$ cat src/shared/hltp_pkg.sv
package hltp_pkg;

   // Control characters of the session layer
   localparam logic [7:0] HLTP_CH_ENQ = 8'h05;
   localparam logic [7:0] HLTP_CH_ACK = 8'h06;
   localparam logic [7:0] HLTP_CH_EOT = 8'h04;
   localparam logic [7:0] HLTP_CH_CR = 8'h0d;
   localparam logic [7:0] HLTP_CH_LF = 8'h0a;

   // Command letters and the argument digit that follow an acknowledge
   localparam logic [7:0] HLTP_CMD_SELECT = 8'h43;
   localparam logic [7:0] HLTP_CMD_READ = 8'h52;
   localparam logic [7:0] HLTP_CMD_MSG = 8'h4d;
   localparam logic [7:0] HLTP_ARG_ONE = 8'h31;
   localparam logic [7:0] HLTP_ARG_NONE = 8'h00;
   localparam logic [7:0] HLTP_CH_UPPER_A = 8'h41;
   localparam logic [7:0] HLTP_CH_UPPER_Z = 8'h5a;
   localparam logic [7:0] HLTP_CH_DIGIT_0 = 8'h30;
   localparam logic [7:0] HLTP_CH_DIGIT_9 = 8'h39;

   // Longest message text, in characters
   localparam logic [5:0] HLTP_MSG_MAX = 6'h20;

   // Outgoing code sequence: code, two station digits, letter, CR, LF
   localparam int HLTP_SEQ_DEPTH = 6;
   localparam logic [2:0] HLTP_SEQ_SHORT = 3'h3;
   localparam logic [2:0] HLTP_SEQ_LONG = 3'h6;

   // Payload kinds presented on the receive port
   localparam logic [1:0] HLTP_RK_ID = 2'h0;
   localparam logic [1:0] HLTP_RK_MSG = 2'h1;

   // Log direction
   localparam logic HLTP_LOG_FROM_HOST = 1'b0;
   localparam logic HLTP_LOG_TO_HOST = 1'b1;

   typedef enum logic [1:0] {
      HLTP_K_ENQ,
      HLTP_K_ACK,
      HLTP_K_EOT
   } hltp_code_t;

   typedef enum logic [2:0] {
      PS_IDLE,
      PS_D1,
      PS_D2,
      PS_CMD,
      PS_ARG,
      PS_LF
   } hltp_parse_t;

   typedef enum logic [3:0] {
      ST_IDLE,
      ST_WAIT_CMD,
      ST_RX_ID,
      ST_RX_MSG,
      ST_WAIT_EOT,
      ST_TX_DATA,
      ST_H_RACK,
      ST_CI_LINK,
      ST_CI_CMDACK,
      ST_CI_TEXT,
      ST_CI_RACK
   } hltp_state_t;

endpackage : hltp_pkg

$ cat src/core/hltp_rx_parser.sv
`timescale 1ns/1ns

module hltp_rx_parser
   import hltp_pkg::*;
(
   input wire logic clk,
   input wire logic rst_b,
   input wire logic rx_valid,
   input wire logic [7:0] rx_char,
   input wire logic [15:0] station_id,
   output logic ev_enq,
   output logic ev_ack,
   output logic ev_eot,
   output logic ev_cmd,
   output logic [7:0] cmd_letter,
   output logic [7:0] cmd_arg,
   output logic ev_data,
   output logic [7:0] data_char
);

   hltp_parse_t ps_reg, ps_next;
   hltp_code_t kind_reg, kind_next;
   logic [7:0] letter_reg, letter_next;
   logic [7:0] arg_reg, arg_next;
   logic [7:0] data_reg, data_next;
   logic enq_reg, enq_next;
   logic ack_reg, ack_next;
   logic eot_reg, eot_next;
   logic cmd_reg, cmd_next;
   logic dat_reg, dat_next;
   logic fresh;

   always_comb begin
      ps_next = ps_reg;
      kind_next = kind_reg;
      letter_next = letter_reg;
      arg_next = arg_reg;
      data_next = data_reg;
      enq_next = 1'b0;
      ack_next = 1'b0;
      eot_next = 1'b0;
      cmd_next = 1'b0;
      dat_next = 1'b0;
      fresh = 1'b0;
      if (rx_valid) begin
         case (ps_reg)
            PS_IDLE: fresh = 1'b1;
            PS_D1: begin
               // Other stations' codes drop back to idle silently
               ps_next = (rx_char == station_id[15:8]) ? PS_D2 : PS_IDLE; // see (RL13)
            end
            PS_D2: begin
               ps_next = PS_IDLE;
               if (rx_char == station_id[7:0]) begin // see (RL13)
                  enq_next = (kind_reg == HLTP_K_ENQ);
                  ack_next = (kind_reg == HLTP_K_ACK);
                  eot_next = (kind_reg == HLTP_K_EOT);
                  if (kind_reg == HLTP_K_ACK) begin
                     ps_next = PS_CMD;
                  end
               end
            end
            PS_CMD: begin
               if (rx_char >= HLTP_CH_UPPER_A && rx_char <= HLTP_CH_UPPER_Z) begin
                  letter_next = rx_char;
                  arg_next = HLTP_ARG_NONE;
                  ps_next = PS_ARG;
               end else begin
                  fresh = 1'b1;
               end
            end
            PS_ARG: begin
               if (rx_char == HLTP_CH_CR) begin
                  ps_next = PS_LF;
               end else if (rx_char >= HLTP_CH_DIGIT_0 && rx_char <= HLTP_CH_DIGIT_9) begin
                  arg_next = rx_char;
               end else begin
                  ps_next = PS_IDLE;
               end
            end
            PS_LF: begin
               cmd_next = (rx_char == HLTP_CH_LF);
               ps_next = PS_IDLE;
            end
            default: ps_next = PS_IDLE;
         endcase
         if (fresh) begin
            ps_next = PS_D1;
            if (rx_char == HLTP_CH_ENQ) begin
               kind_next = HLTP_K_ENQ;
            end else if (rx_char == HLTP_CH_ACK) begin
               kind_next = HLTP_K_ACK;
            end else if (rx_char == HLTP_CH_EOT) begin
               kind_next = HLTP_K_EOT;
            end else begin
               ps_next = PS_IDLE;
               dat_next = 1'b1;
               data_next = rx_char;
            end
         end
      end
   end

   always_ff @(posedge clk) begin
      if (!rst_b) begin
         ps_reg <= PS_IDLE;
         kind_reg <= HLTP_K_ENQ;
         letter_reg <= 8'h00;
         arg_reg <= 8'h00;
         data_reg <= 8'h00;
         enq_reg <= 1'b0;
         ack_reg <= 1'b0;
         eot_reg <= 1'b0;
         cmd_reg <= 1'b0;
         dat_reg <= 1'b0;
      end else begin
         ps_reg <= ps_next;
         kind_reg <= kind_next;
         letter_reg <= letter_next;
         arg_reg <= arg_next;
         data_reg <= data_next;
         enq_reg <= enq_next;
         ack_reg <= ack_next;
         eot_reg <= eot_next;
         cmd_reg <= cmd_next;
         dat_reg <= dat_next;
      end
   end

   assign ev_enq = enq_reg;
   assign ev_ack = ack_reg;
   assign ev_eot = eot_reg;
   assign ev_cmd = cmd_reg;
   assign cmd_letter = letter_reg;
   assign cmd_arg = arg_reg;
   assign ev_data = dat_reg;
   assign data_char = data_reg;

endmodule : hltp_rx_parser

$ cat src/core/hltp_session.sv
`timescale 1ns/1ns

// Operation
// (RL1) Enquiry with station answered by acknowledge
// (RL2) Host selects identifier, then reads in second session
// (RL3) Host may read without selecting first
// (RL4) Select command, identifier, acknowledge, activate, end
// (RL5) Read command acknowledged, then program data sent
// (RL6) Host read ends: acknowledge, host acknowledge, host end
// (RL7) Own transmit ends: acknowledge, host acknowledge, send end
// (RL8) Message after readiness, at most 32 characters
// (RL9) Host message: command, text, acknowledge, host end
// (RL10) Own message: enquiry, command, text, end
// (RL11) Received message enters terminal mode unless locked out
// (RL12) Every message logged with its direction
// (RL13) Codes for other stations are ignored
module hltp_session
   import hltp_pkg::*;
(
   input wire logic clk,
   input wire logic rst_b,
   input wire logic [15:0] station_id,
   input wire logic rx_valid,
   input wire logic [7:0] rx_char,
   output logic tx_valid,
   output logic [7:0] tx_char,
   input wire logic tx_ready,
   input wire logic src_valid,
   input wire logic [7:0] src_char,
   input wire logic src_last,
   output logic src_ready,
   input wire logic msg_send_req,
   input wire logic lockout,
   input wire logic term_exit,
   output logic term_mode,
   output logic rcv_valid,
   output logic [7:0] rcv_char,
   output logic [1:0] rcv_kind,
   output logic program_select,
   output logic read_start,
   output logic log_valid,
   output logic log_dir,
   output logic busy
);

   logic ev_enq;
   logic ev_ack;
   logic ev_eot;
   logic ev_cmd;
   logic [7:0] cmd_letter;
   logic [7:0] cmd_arg;
   logic ev_data;
   logic [7:0] data_char;

   hltp_rx_parser u_parser (
      .clk(clk),
      .rst_b(rst_b),
      .rx_valid(rx_valid),
      .rx_char(rx_char),
      .station_id(station_id),
      .ev_enq(ev_enq),
      .ev_ack(ev_ack),
      .ev_eot(ev_eot),
      .ev_cmd(ev_cmd),
      .cmd_letter(cmd_letter),
      .cmd_arg(cmd_arg),
      .ev_data(ev_data),
      .data_char(data_char)
   );

   hltp_state_t st_reg, st_next;
   logic [7:0] seq_buf_reg [HLTP_SEQ_DEPTH];
   logic [7:0] seq_buf_next [HLTP_SEQ_DEPTH];
   logic [2:0] seq_len_reg, seq_len_next;
   logic [2:0] seq_idx_reg, seq_idx_next;
   logic tx_valid_reg, tx_valid_next;
   logic [7:0] tx_char_reg, tx_char_next;
   logic [5:0] cnt_reg, cnt_next;
   logic term_reg, term_next;
   logic rcv_valid_reg, rcv_valid_next;
   logic [7:0] rcv_char_reg, rcv_char_next;
   logic [1:0] rcv_kind_reg, rcv_kind_next;
   logic select_reg, select_next;
   logic read_reg, read_next;
   logic log_valid_reg, log_valid_next;
   logic log_dir_reg, log_dir_next;
   logic tx_idle;
   logic code_go;
   logic [7:0] code_char;
   logic code_cmd;
   logic stream_end;

   assign tx_idle = !tx_valid_reg && (seq_idx_reg == seq_len_reg);

   always_comb begin
      st_next = st_reg;
      seq_buf_next = seq_buf_reg;
      seq_len_next = seq_len_reg;
      seq_idx_next = seq_idx_reg;
      tx_valid_next = tx_valid_reg;
      tx_char_next = tx_char_reg;
      cnt_next = cnt_reg;
      term_next = term_reg;
      rcv_valid_next = 1'b0;
      rcv_char_next = rcv_char_reg;
      rcv_kind_next = rcv_kind_reg;
      select_next = 1'b0;
      read_next = 1'b0;
      log_valid_next = 1'b0;
      log_dir_next = log_dir_reg;
      src_ready = 1'b0;
      code_go = 1'b0;
      code_char = HLTP_CH_ACK;
      code_cmd = 1'b0;
      stream_end = 1'b0;

      // Character sender; one idle cycle between characters keeps it simple
      if (tx_valid_reg && tx_ready) begin
         tx_valid_next = 1'b0;
      end else if (!tx_valid_reg && seq_idx_reg != seq_len_reg) begin
         tx_char_next = seq_buf_reg[seq_idx_reg];
         tx_valid_next = 1'b1;
         seq_idx_next = seq_idx_reg + 3'h1;
      end

      if (term_exit) begin
         term_next = 1'b0;
      end

      case (st_reg)
         ST_IDLE: begin
            // A host enquiry wins over a pending local message request
            if (ev_enq) begin
               code_go = 1'b1; // see (RL1)
               st_next = ST_WAIT_CMD;
            end else if (msg_send_req) begin
               code_go = 1'b1; // see (RL10)
               code_char = HLTP_CH_ENQ;
               st_next = ST_CI_LINK;
            end
         end
         ST_WAIT_CMD: begin
            cnt_next = 6'h00;
            if (ev_eot) begin
               st_next = ST_IDLE;
            end else if (ev_cmd) begin
               if (cmd_letter == HLTP_CMD_SELECT && cmd_arg == HLTP_ARG_ONE) begin
                  code_go = 1'b1; // see (RL4)
                  st_next = ST_RX_ID;
               end else if (cmd_letter == HLTP_CMD_READ && cmd_arg == HLTP_ARG_ONE) begin
                  // Data source serves the last selected or active program
                  code_go = 1'b1; // see (RL5), see (RL2), see (RL3)
                  read_next = 1'b1;
                  st_next = ST_TX_DATA;
               end else if (cmd_letter == HLTP_CMD_MSG) begin
                  code_go = 1'b1; // see (RL9), see (RL8)
                  st_next = ST_RX_MSG;
               end
            end
         end
         ST_RX_ID: begin
            if (ev_data) begin
               rcv_valid_next = 1'b1;
               rcv_char_next = data_char;
               rcv_kind_next = HLTP_RK_ID;
            end else if (ev_ack) begin
               code_go = 1'b1; // see (RL4)
               select_next = 1'b1;
               st_next = ST_WAIT_EOT;
            end
         end
         ST_RX_MSG: begin
            if (ev_data) begin
               // Text past the limit is dropped, not passed on
               if (cnt_reg != HLTP_MSG_MAX) begin // see (RL8)
                  rcv_valid_next = 1'b1;
                  rcv_char_next = data_char;
                  rcv_kind_next = HLTP_RK_MSG;
                  cnt_next = cnt_reg + 6'h01;
               end
            end else if (ev_ack) begin
               code_go = 1'b1; // see (RL9)
               log_valid_next = 1'b1; // see (RL12)
               log_dir_next = HLTP_LOG_FROM_HOST;
               if (!lockout) begin
                  term_next = 1'b1; // see (RL11)
               end
               st_next = ST_WAIT_EOT;
            end
         end
         ST_WAIT_EOT: begin
            if (ev_eot) begin
               st_next = ST_IDLE; // see (RL4), see (RL6), see (RL9)
            end
         end
         ST_TX_DATA: begin
            src_ready = tx_idle;
            if (src_valid && tx_idle) begin
               tx_char_next = src_char;
               tx_valid_next = 1'b1;
               if (src_last) begin
                  stream_end = 1'b1;
                  st_next = ST_H_RACK; // see (RL6)
               end
            end
         end
         ST_H_RACK: begin
            if (ev_ack) begin
               st_next = ST_WAIT_EOT; // see (RL6)
            end
         end
         ST_CI_LINK: begin
            if (ev_ack) begin
               code_go = 1'b1; // see (RL10)
               code_cmd = 1'b1;
               cnt_next = 6'h00;
               st_next = ST_CI_CMDACK;
            end
         end
         ST_CI_CMDACK: begin
            // Text waits for the host's readiness
            if (ev_ack) begin
               st_next = ST_CI_TEXT; // see (RL8)
            end
         end
         ST_CI_TEXT: begin
            src_ready = tx_idle;
            if (src_valid && tx_idle) begin
               // Over-long text is drained from the source but not sent
               if (cnt_reg != HLTP_MSG_MAX) begin // see (RL8)
                  tx_char_next = src_char;
                  tx_valid_next = 1'b1;
                  cnt_next = cnt_reg + 6'h01;
               end
               if (src_last) begin
                  stream_end = 1'b1;
                  st_next = ST_CI_RACK; // see (RL7)
               end
            end
         end
         ST_CI_RACK: begin
            if (ev_ack) begin
               code_go = 1'b1; // see (RL7), see (RL10)
               code_char = HLTP_CH_EOT;
               log_valid_next = 1'b1; // see (RL12)
               log_dir_next = HLTP_LOG_TO_HOST;
               st_next = ST_IDLE;
            end
         end
         default: st_next = ST_IDLE;
      endcase

      // End-of-data acknowledge queues behind the last payload character
      if (code_go || stream_end) begin
         seq_buf_next[0] = code_char; // see (RL6), see (RL7)
         seq_buf_next[1] = station_id[15:8];
         seq_buf_next[2] = station_id[7:0];
         seq_buf_next[3] = HLTP_CMD_MSG;
         seq_buf_next[4] = HLTP_CH_CR;
         seq_buf_next[5] = HLTP_CH_LF;
         seq_len_next = code_cmd ? HLTP_SEQ_LONG : HLTP_SEQ_SHORT;
         seq_idx_next = 3'h0;
      end
   end

   genvar gi;
   generate
      for (gi = 0; gi < HLTP_SEQ_DEPTH; gi++) begin : g_seq
         always_ff @(posedge clk) begin
            if (!rst_b) begin
               seq_buf_reg[gi] <= 8'h00;
            end else begin
               seq_buf_reg[gi] <= seq_buf_next[gi];
            end
         end
      end
   endgenerate

   always_ff @(posedge clk) begin
      if (!rst_b) begin
         st_reg <= ST_IDLE;
         seq_len_reg <= 3'h0;
         seq_idx_reg <= 3'h0;
         tx_valid_reg <= 1'b0;
         tx_char_reg <= 8'h00;
         cnt_reg <= 6'h00;
         term_reg <= 1'b0;
         rcv_valid_reg <= 1'b0;
         rcv_char_reg <= 8'h00;
         rcv_kind_reg <= 2'h0;
         select_reg <= 1'b0;
         read_reg <= 1'b0;
         log_valid_reg <= 1'b0;
         log_dir_reg <= 1'b0;
      end else begin
         st_reg <= st_next;
         seq_len_reg <= seq_len_next;
         seq_idx_reg <= seq_idx_next;
         tx_valid_reg <= tx_valid_next;
         tx_char_reg <= tx_char_next;
         cnt_reg <= cnt_next;
         term_reg <= term_next;
         rcv_valid_reg <= rcv_valid_next;
         rcv_char_reg <= rcv_char_next;
         rcv_kind_reg <= rcv_kind_next;
         select_reg <= select_next;
         read_reg <= read_next;
         log_valid_reg <= log_valid_next;
         log_dir_reg <= log_dir_next;
      end
   end

   assign tx_valid = tx_valid_reg;
   assign tx_char = tx_char_reg;
   assign term_mode = term_reg;
   assign rcv_valid = rcv_valid_reg;
   assign rcv_char = rcv_char_reg;
   assign rcv_kind = rcv_kind_reg;
   assign program_select = select_reg;
   assign read_start = read_reg;
   assign log_valid = log_valid_reg;
   assign log_dir = log_dir_reg;
   assign busy = (st_reg != ST_IDLE) || !tx_idle;

endmodule : hltp_session

$ cat config.mk
export PLATFORM = sky130hd
export DESIGN_NAME = hltp_session
export DESIGN_NICKNAME = d
export VERILOG_FILES = /design/src/shared/hltp_pkg.sv /design/src/core/hltp_rx_parser.sv /design/src/core/hltp_session.sv
export SDC_FILE = /design/constraint.sdc
export NUM_CORES = 1
export LEC_CHECK = 0
export ABC_CLOCK_PERIOD_IN_PS = 2400
export BUFFER_PORTS_ARGS = -buffer_cell sky130_fd_sc_hd__buf_2
export CAP_MARGIN = 40
export CORE_MARGIN = 2
export CORE_UTILIZATION = 45
export CTS_BUF_LIST = sky130_fd_sc_hd__clkbuf_4
export DETAILED_ROUTE_END_ITERATION = 6
export GPL_TIMING_DRIVEN = 0
export PLACE_DENSITY_LB_ADDON = 0.12
export SLEW_MARGIN = 20
export SYNTH_ARGS = -nofsm -noshare
export SYNTH_HDL_FRONTEND = slang
export SYNTH_SLANG_ARGS = --single-unit
$ cat constraint.sdc
create_clock -name clk -period 2.4 [get_ports clk]
set_input_delay 0.6 -clock clk [delete_from_list [all_inputs] [get_ports clk]]
set_output_delay 0.6 -clock clk [all_outputs]
set_load 0.05 [all_outputs]
==> tab_implementation.tex <==
\begin{tabular}{lr}
\hline
Metric & Value \\
\hline
\multicolumn{2}{l}{\textbf{Setup path}} \\
Slowest cell on the critical path & sky130\_fd\_sc\_hd\_\_dfxtp\_4 \\
Series of cell instances along the critical path & inv\_6, ha\_4, nand2b\_4, or3\_4, nor2\_4, buf\_6 \\
Sort of element at the end of the critical path & output pin \\
Worst setup path category & reg -> out \\
Req. time, crit path & 1.80 ns \\
Largest fanout on the critical path & 3 \\
Count of buffering cells on the critical path with inverters included & 2 \\
R2R Path Start & seq\_idx\_reg[1] \\
Critical path's largest stage delay & 0.40 ns \\
Reg2Reg Capture Point & cnt\_reg[3] \\
Arrival time at the worst endpoint & 1.83 ns \\
Kind of cell adding the most delay to the critical path & simple AND/OR/NAND/NOR gates \\
Startpoint Class & flop \\
Length in cells of the worst reg-to-reg path & 8 \\
Reg2Reg Setup Slack & 0.29 ns \\
\multicolumn{2}{l}{\textbf{Yosys}} \\
Share of the yosys chip area belonging to registers & 38.0\% \\
EDFF count, synth & 0 \\
Cell area after technology mapping & 4850 sq um \\
Number of synthesized register bits & 92 \\
Syn\_nets & 597 \\
Warning count from the yosys run & 0 \\
Number of standard cells after synthesis & 552 \\
Count of different cell masters after synthesis & 75 \\
Ys async rst share & 0\% \\
Dominant synthesized flop cell & sky130\_fd\_sc\_hd\_\_dfxtp\_1 \\
Synthesized area per cell & 8.78 sq um \\
\multicolumn{2}{l}{\textbf{Layout}} \\
Fill cell count & 1,053 \\
Area used by multi-input combinational logic & 2750 sq um \\
Finished Cell Area & 5540 sq um \\
Synth-to-layout area growth & 14.2\% \\
Most frequent cells in the layout & sky130\_fd\_sc\_hd\_\_dfxtp\_1 (90), sky130\_fd\_sc\_hd\_\_buf\_2 (70), sky130\_fd\_sc\_hd\_\_nand2\_1 (65), sky130\_fd\_sc\_hd\_\_nor2\_1 (45), sky130\_fd\_sc\_hd\_\_mux2i\_1 (36) \\
Register area & 1850 sq um \\
Share of post-route cells with drive strength above 1 & 22.3\% \\
Max reg flops & 18 \\
Most common cell after layout, fill and taps aside & sky130\_fd\_sc\_hd\_\_dfxtp\_1 \\
Final Net Count & 673 \\
Non-filler cells in the finished layout & 770 \\
\multicolumn{2}{l}{\textbf{Die}} \\
Die outline area & 11,600 sq um \\
Horizontal die dimension & 108 um \\
Top Ports & 68 \\
Die Span Y & 108 um \\
Row count & 37 \\
Initial cell density of the core & 46.7\% \\
Standard cell core area & 10,400 sq um \\
\multicolumn{2}{l}{\textbf{Placement}} \\
Port Buf Inserts & 61 \\
Placement-stage worst setup slack & -0.155 ns \\
Cell area after placement & 5330 sq um \\
Number of cells after detailed placement & 749 \\
RD Place Congestion & 0.921 \\
Half-perimeter wire length after placement & 9330 um \\
\multicolumn{2}{l}{\textbf{Global route}} \\
Antenna violations before repair & 1 \\
Maximum number of pins on one net before global-route repair & 16 \\
All-layer global routing usage & 22.6\% \\
Met1 track demand over resource in global routing & 31.2\% \\
M3 GR Usage & 3.87\% \\
Global-route wire length before repair & 20,600 um \\
Global-route track usage on met2 & 36.4\% \\
Busiest metal layer after global routing & met2 \\
Overflow left after global routing & 0 \\
Via count of the first global-routing pass & 4,080 \\
\multicolumn{2}{l}{\textbf{Flow run}} \\
Max-cap violation count & 0 \\
\multicolumn{2}{l}{\textbf{Min path}} \\
Start point of the worst min-delay path & src\_char[0] \\
Hold Path Sink & tx\_char[0] \\
Hold path depth & 3 \\
Hold crit path type & in -> reg \\
\multicolumn{2}{l}{\textbf{STA}} \\
Final Hold Fails & 0 \\
Final TNS setup & -0.0328 ns \\
Worst relative slew slack & 53.2\% \\
Transition time of the tightest slew-check pin & 0.699 ns \\
RSZ-0062 raised after global routing & true \\
Max-slew violation count & 0 \\
Share of the clock period used by the worst path & 101\% \\
Max frequency & 411 MHz \\
Post-layout minimum cycle time & 2.43 ns \\
Number of setup violations in the final report & 1 \\
Fin Clk Skew & 0.0277 ns \\
Setup ws final & -0.0328 ns \\
\multicolumn{2}{l}{\textbf{Clock network}} \\
CTS H-tree depth & 3 \\
Maximum number of buffers from clock root to sink & 2 \\
CTS tree & built \\
CTS clk-pin slew, worst paths & 0.14 ns \\
Clock insertion delay at the later pin of the skew report & 0.44 ns \\
\# clock sinks & 92 \\
TritonCTS Buffers & 9 \\
Root Buffer & sky130\_fd\_sc\_hd\_\_clkbuf\_4 \\
\multicolumn{2}{l}{\textbf{Power and ir drop}} \\
Peak VDD IR & 0.384 mV \\
Power per Cell Area & 898 nW/um\^{}2 \\
Static power due to leakage & 2.32 nW \\
Tot Pwr & 4.97 mW \\
\multicolumn{2}{l}{\textbf{Status}} \\
Run status & finished with violations \\
Violated checks & negative setup slack \\
\multicolumn{2}{l}{\textbf{Detailed routing}} \\
Via count normalized by instance count & 5.59 \\
Wire length after detailed routing & 12,500 um \\
Remaining number of nets flagged by the antenna check after routing & 0 \\
Total iterations of the first detailed-routing run & 5 \\
Total number of vias & 4,306 \\
Iteration-0 DRC Markers & 179 \\
Drc violations & 0 \\
Routed length per instance & 16.3 um \\
\hline
\end{tabular}
## synth_stat cells (5+ instances only)
master	number	area share, %
sky130_fd_sc_hd__inv_1	16	1.2
sky130_fd_sc_hd__clkbuf_1	16	1.2
sky130_fd_sc_hd__and3_1	9	1.2
sky130_fd_sc_hd__or3_1	7	0.90
sky130_fd_sc_hd__or2b_1	5	0.77
sky130_fd_sc_hd__nor2b_1	6	0.77
sky130_fd_sc_hd__xor2_1	15	2.7
sky130_fd_sc_hd__nor3b_1	6	0.93
sky130_fd_sc_hd__nand3_1	11	1.1
sky130_fd_sc_hd__xnor2_1	5	0.90
sky130_fd_sc_hd__nor2_1	46	3.6
sky130_fd_sc_hd__buf_6	7	1.6
sky130_fd_sc_hd__nand2b_1	17	2.2
sky130_fd_sc_hd__nand2_1	65	5.0
sky130_fd_sc_hd__mux2i_1	36	7.4
sky130_fd_sc_hd__nor3_1	11	1.1
sky130_fd_sc_hd__nor4_1	7	0.90
sky130_fd_sc_hd__buf_2	11	1.1
sky130_fd_sc_hd__a21oi_1	28	2.9
sky130_fd_sc_hd__o21ai_0	21	2.2
sky130_fd_sc_hd__o221a_2	11	2.6
sky130_fd_sc_hd__nand4_1	7	0.90
sky130_fd_sc_hd__and2_1	5	0.65
sky130_fd_sc_hd__dfxtp_1	92	38
## metrics by stage
stage | util (%) | hold slack, ns
2_1_floorplan | - | 0.421
3_3_place_gp | 51.4 | 0.433
3_5_place_dp | 51.4 | 0.441
4_1_cts | 53.3 | 0.366
5_1_grt | 53.4 | 0.384
6_report | 53.4 | 0.385
## power by group
group	total, mW	internal (mW)	switching (mW)
clock	0.758	0.223	0.535
sequential	1.86	1.72	0.143
combinational	2.35	0.953	1.40
total	4.97	2.90	2.08
## cells by family (layout without fill, tap and decap cells)
logic type	count (synthesis)	after routing	synth area share (%)
adder cells (fa/ha/maj)	4	4	1.03
buffers and inverters	55	136	6.17
other	1	2	0.0774
flip-flops	92	92	38.0
XOR/XNOR	21	21	3.95
multiplexers	40	40	8.60
AO/OA/AOI/OAI	110	110	16.4
AND/OR/NAND/NOR	229	229	25.7
## worst min-delay path, stage by stage
cell and delay [ns]:
sky130_fd_sc_hd__buf_2 0.09, sky130_fd_sc_hd__nand2_1 0.04, sky130_fd_sc_hd__a21oi_1 0.05
## routing by layer
layer / vias up / routed length (um)
li1: 2114 / -
met5: - / 0
met4: 0 / 132
met1: 2069 / 5920
met3: 10 / 596
met2: 113 / 5890
## worst max path at each step
stage	to	from	slack, ns	cells after the start
2_1_floorplan	src_ready	seq_idx_reg[1]	0.11	6
3_3_place_gp	src_ready	seq_idx_reg[1]	-0.11	7
3_5_place_dp	src_ready	seq_idx_reg[1]	-0.15	7
4_1_cts	src_ready	seq_idx_reg[1]	-0.15	7
5_1_grt	src_ready	seq_idx_reg[1]	-0.11	6
6_report	src_ready	seq_idx_reg[1]	-0.03	6
## final cells by class
class,instances,share of cell area [%]
buffer,38,4.23
timing repair buffer,66,6.31
antenna,1,0.0452
inverter,16,1.18
multi-input combinational,405,49.7
tap,136,3.07
clock inverter,6,0.723
clock buffer,10,1.36
sequential,92,33.4
## what timing repair did
action | CTS | global route
pin swaps | 3 | 3
setup endpoints to repair | 11 | 3
resized for setup | 12 | 4
hold buffers | 0 | 0
buffers inserted | 5 | 0
Power figures use the tool's default switching activity.
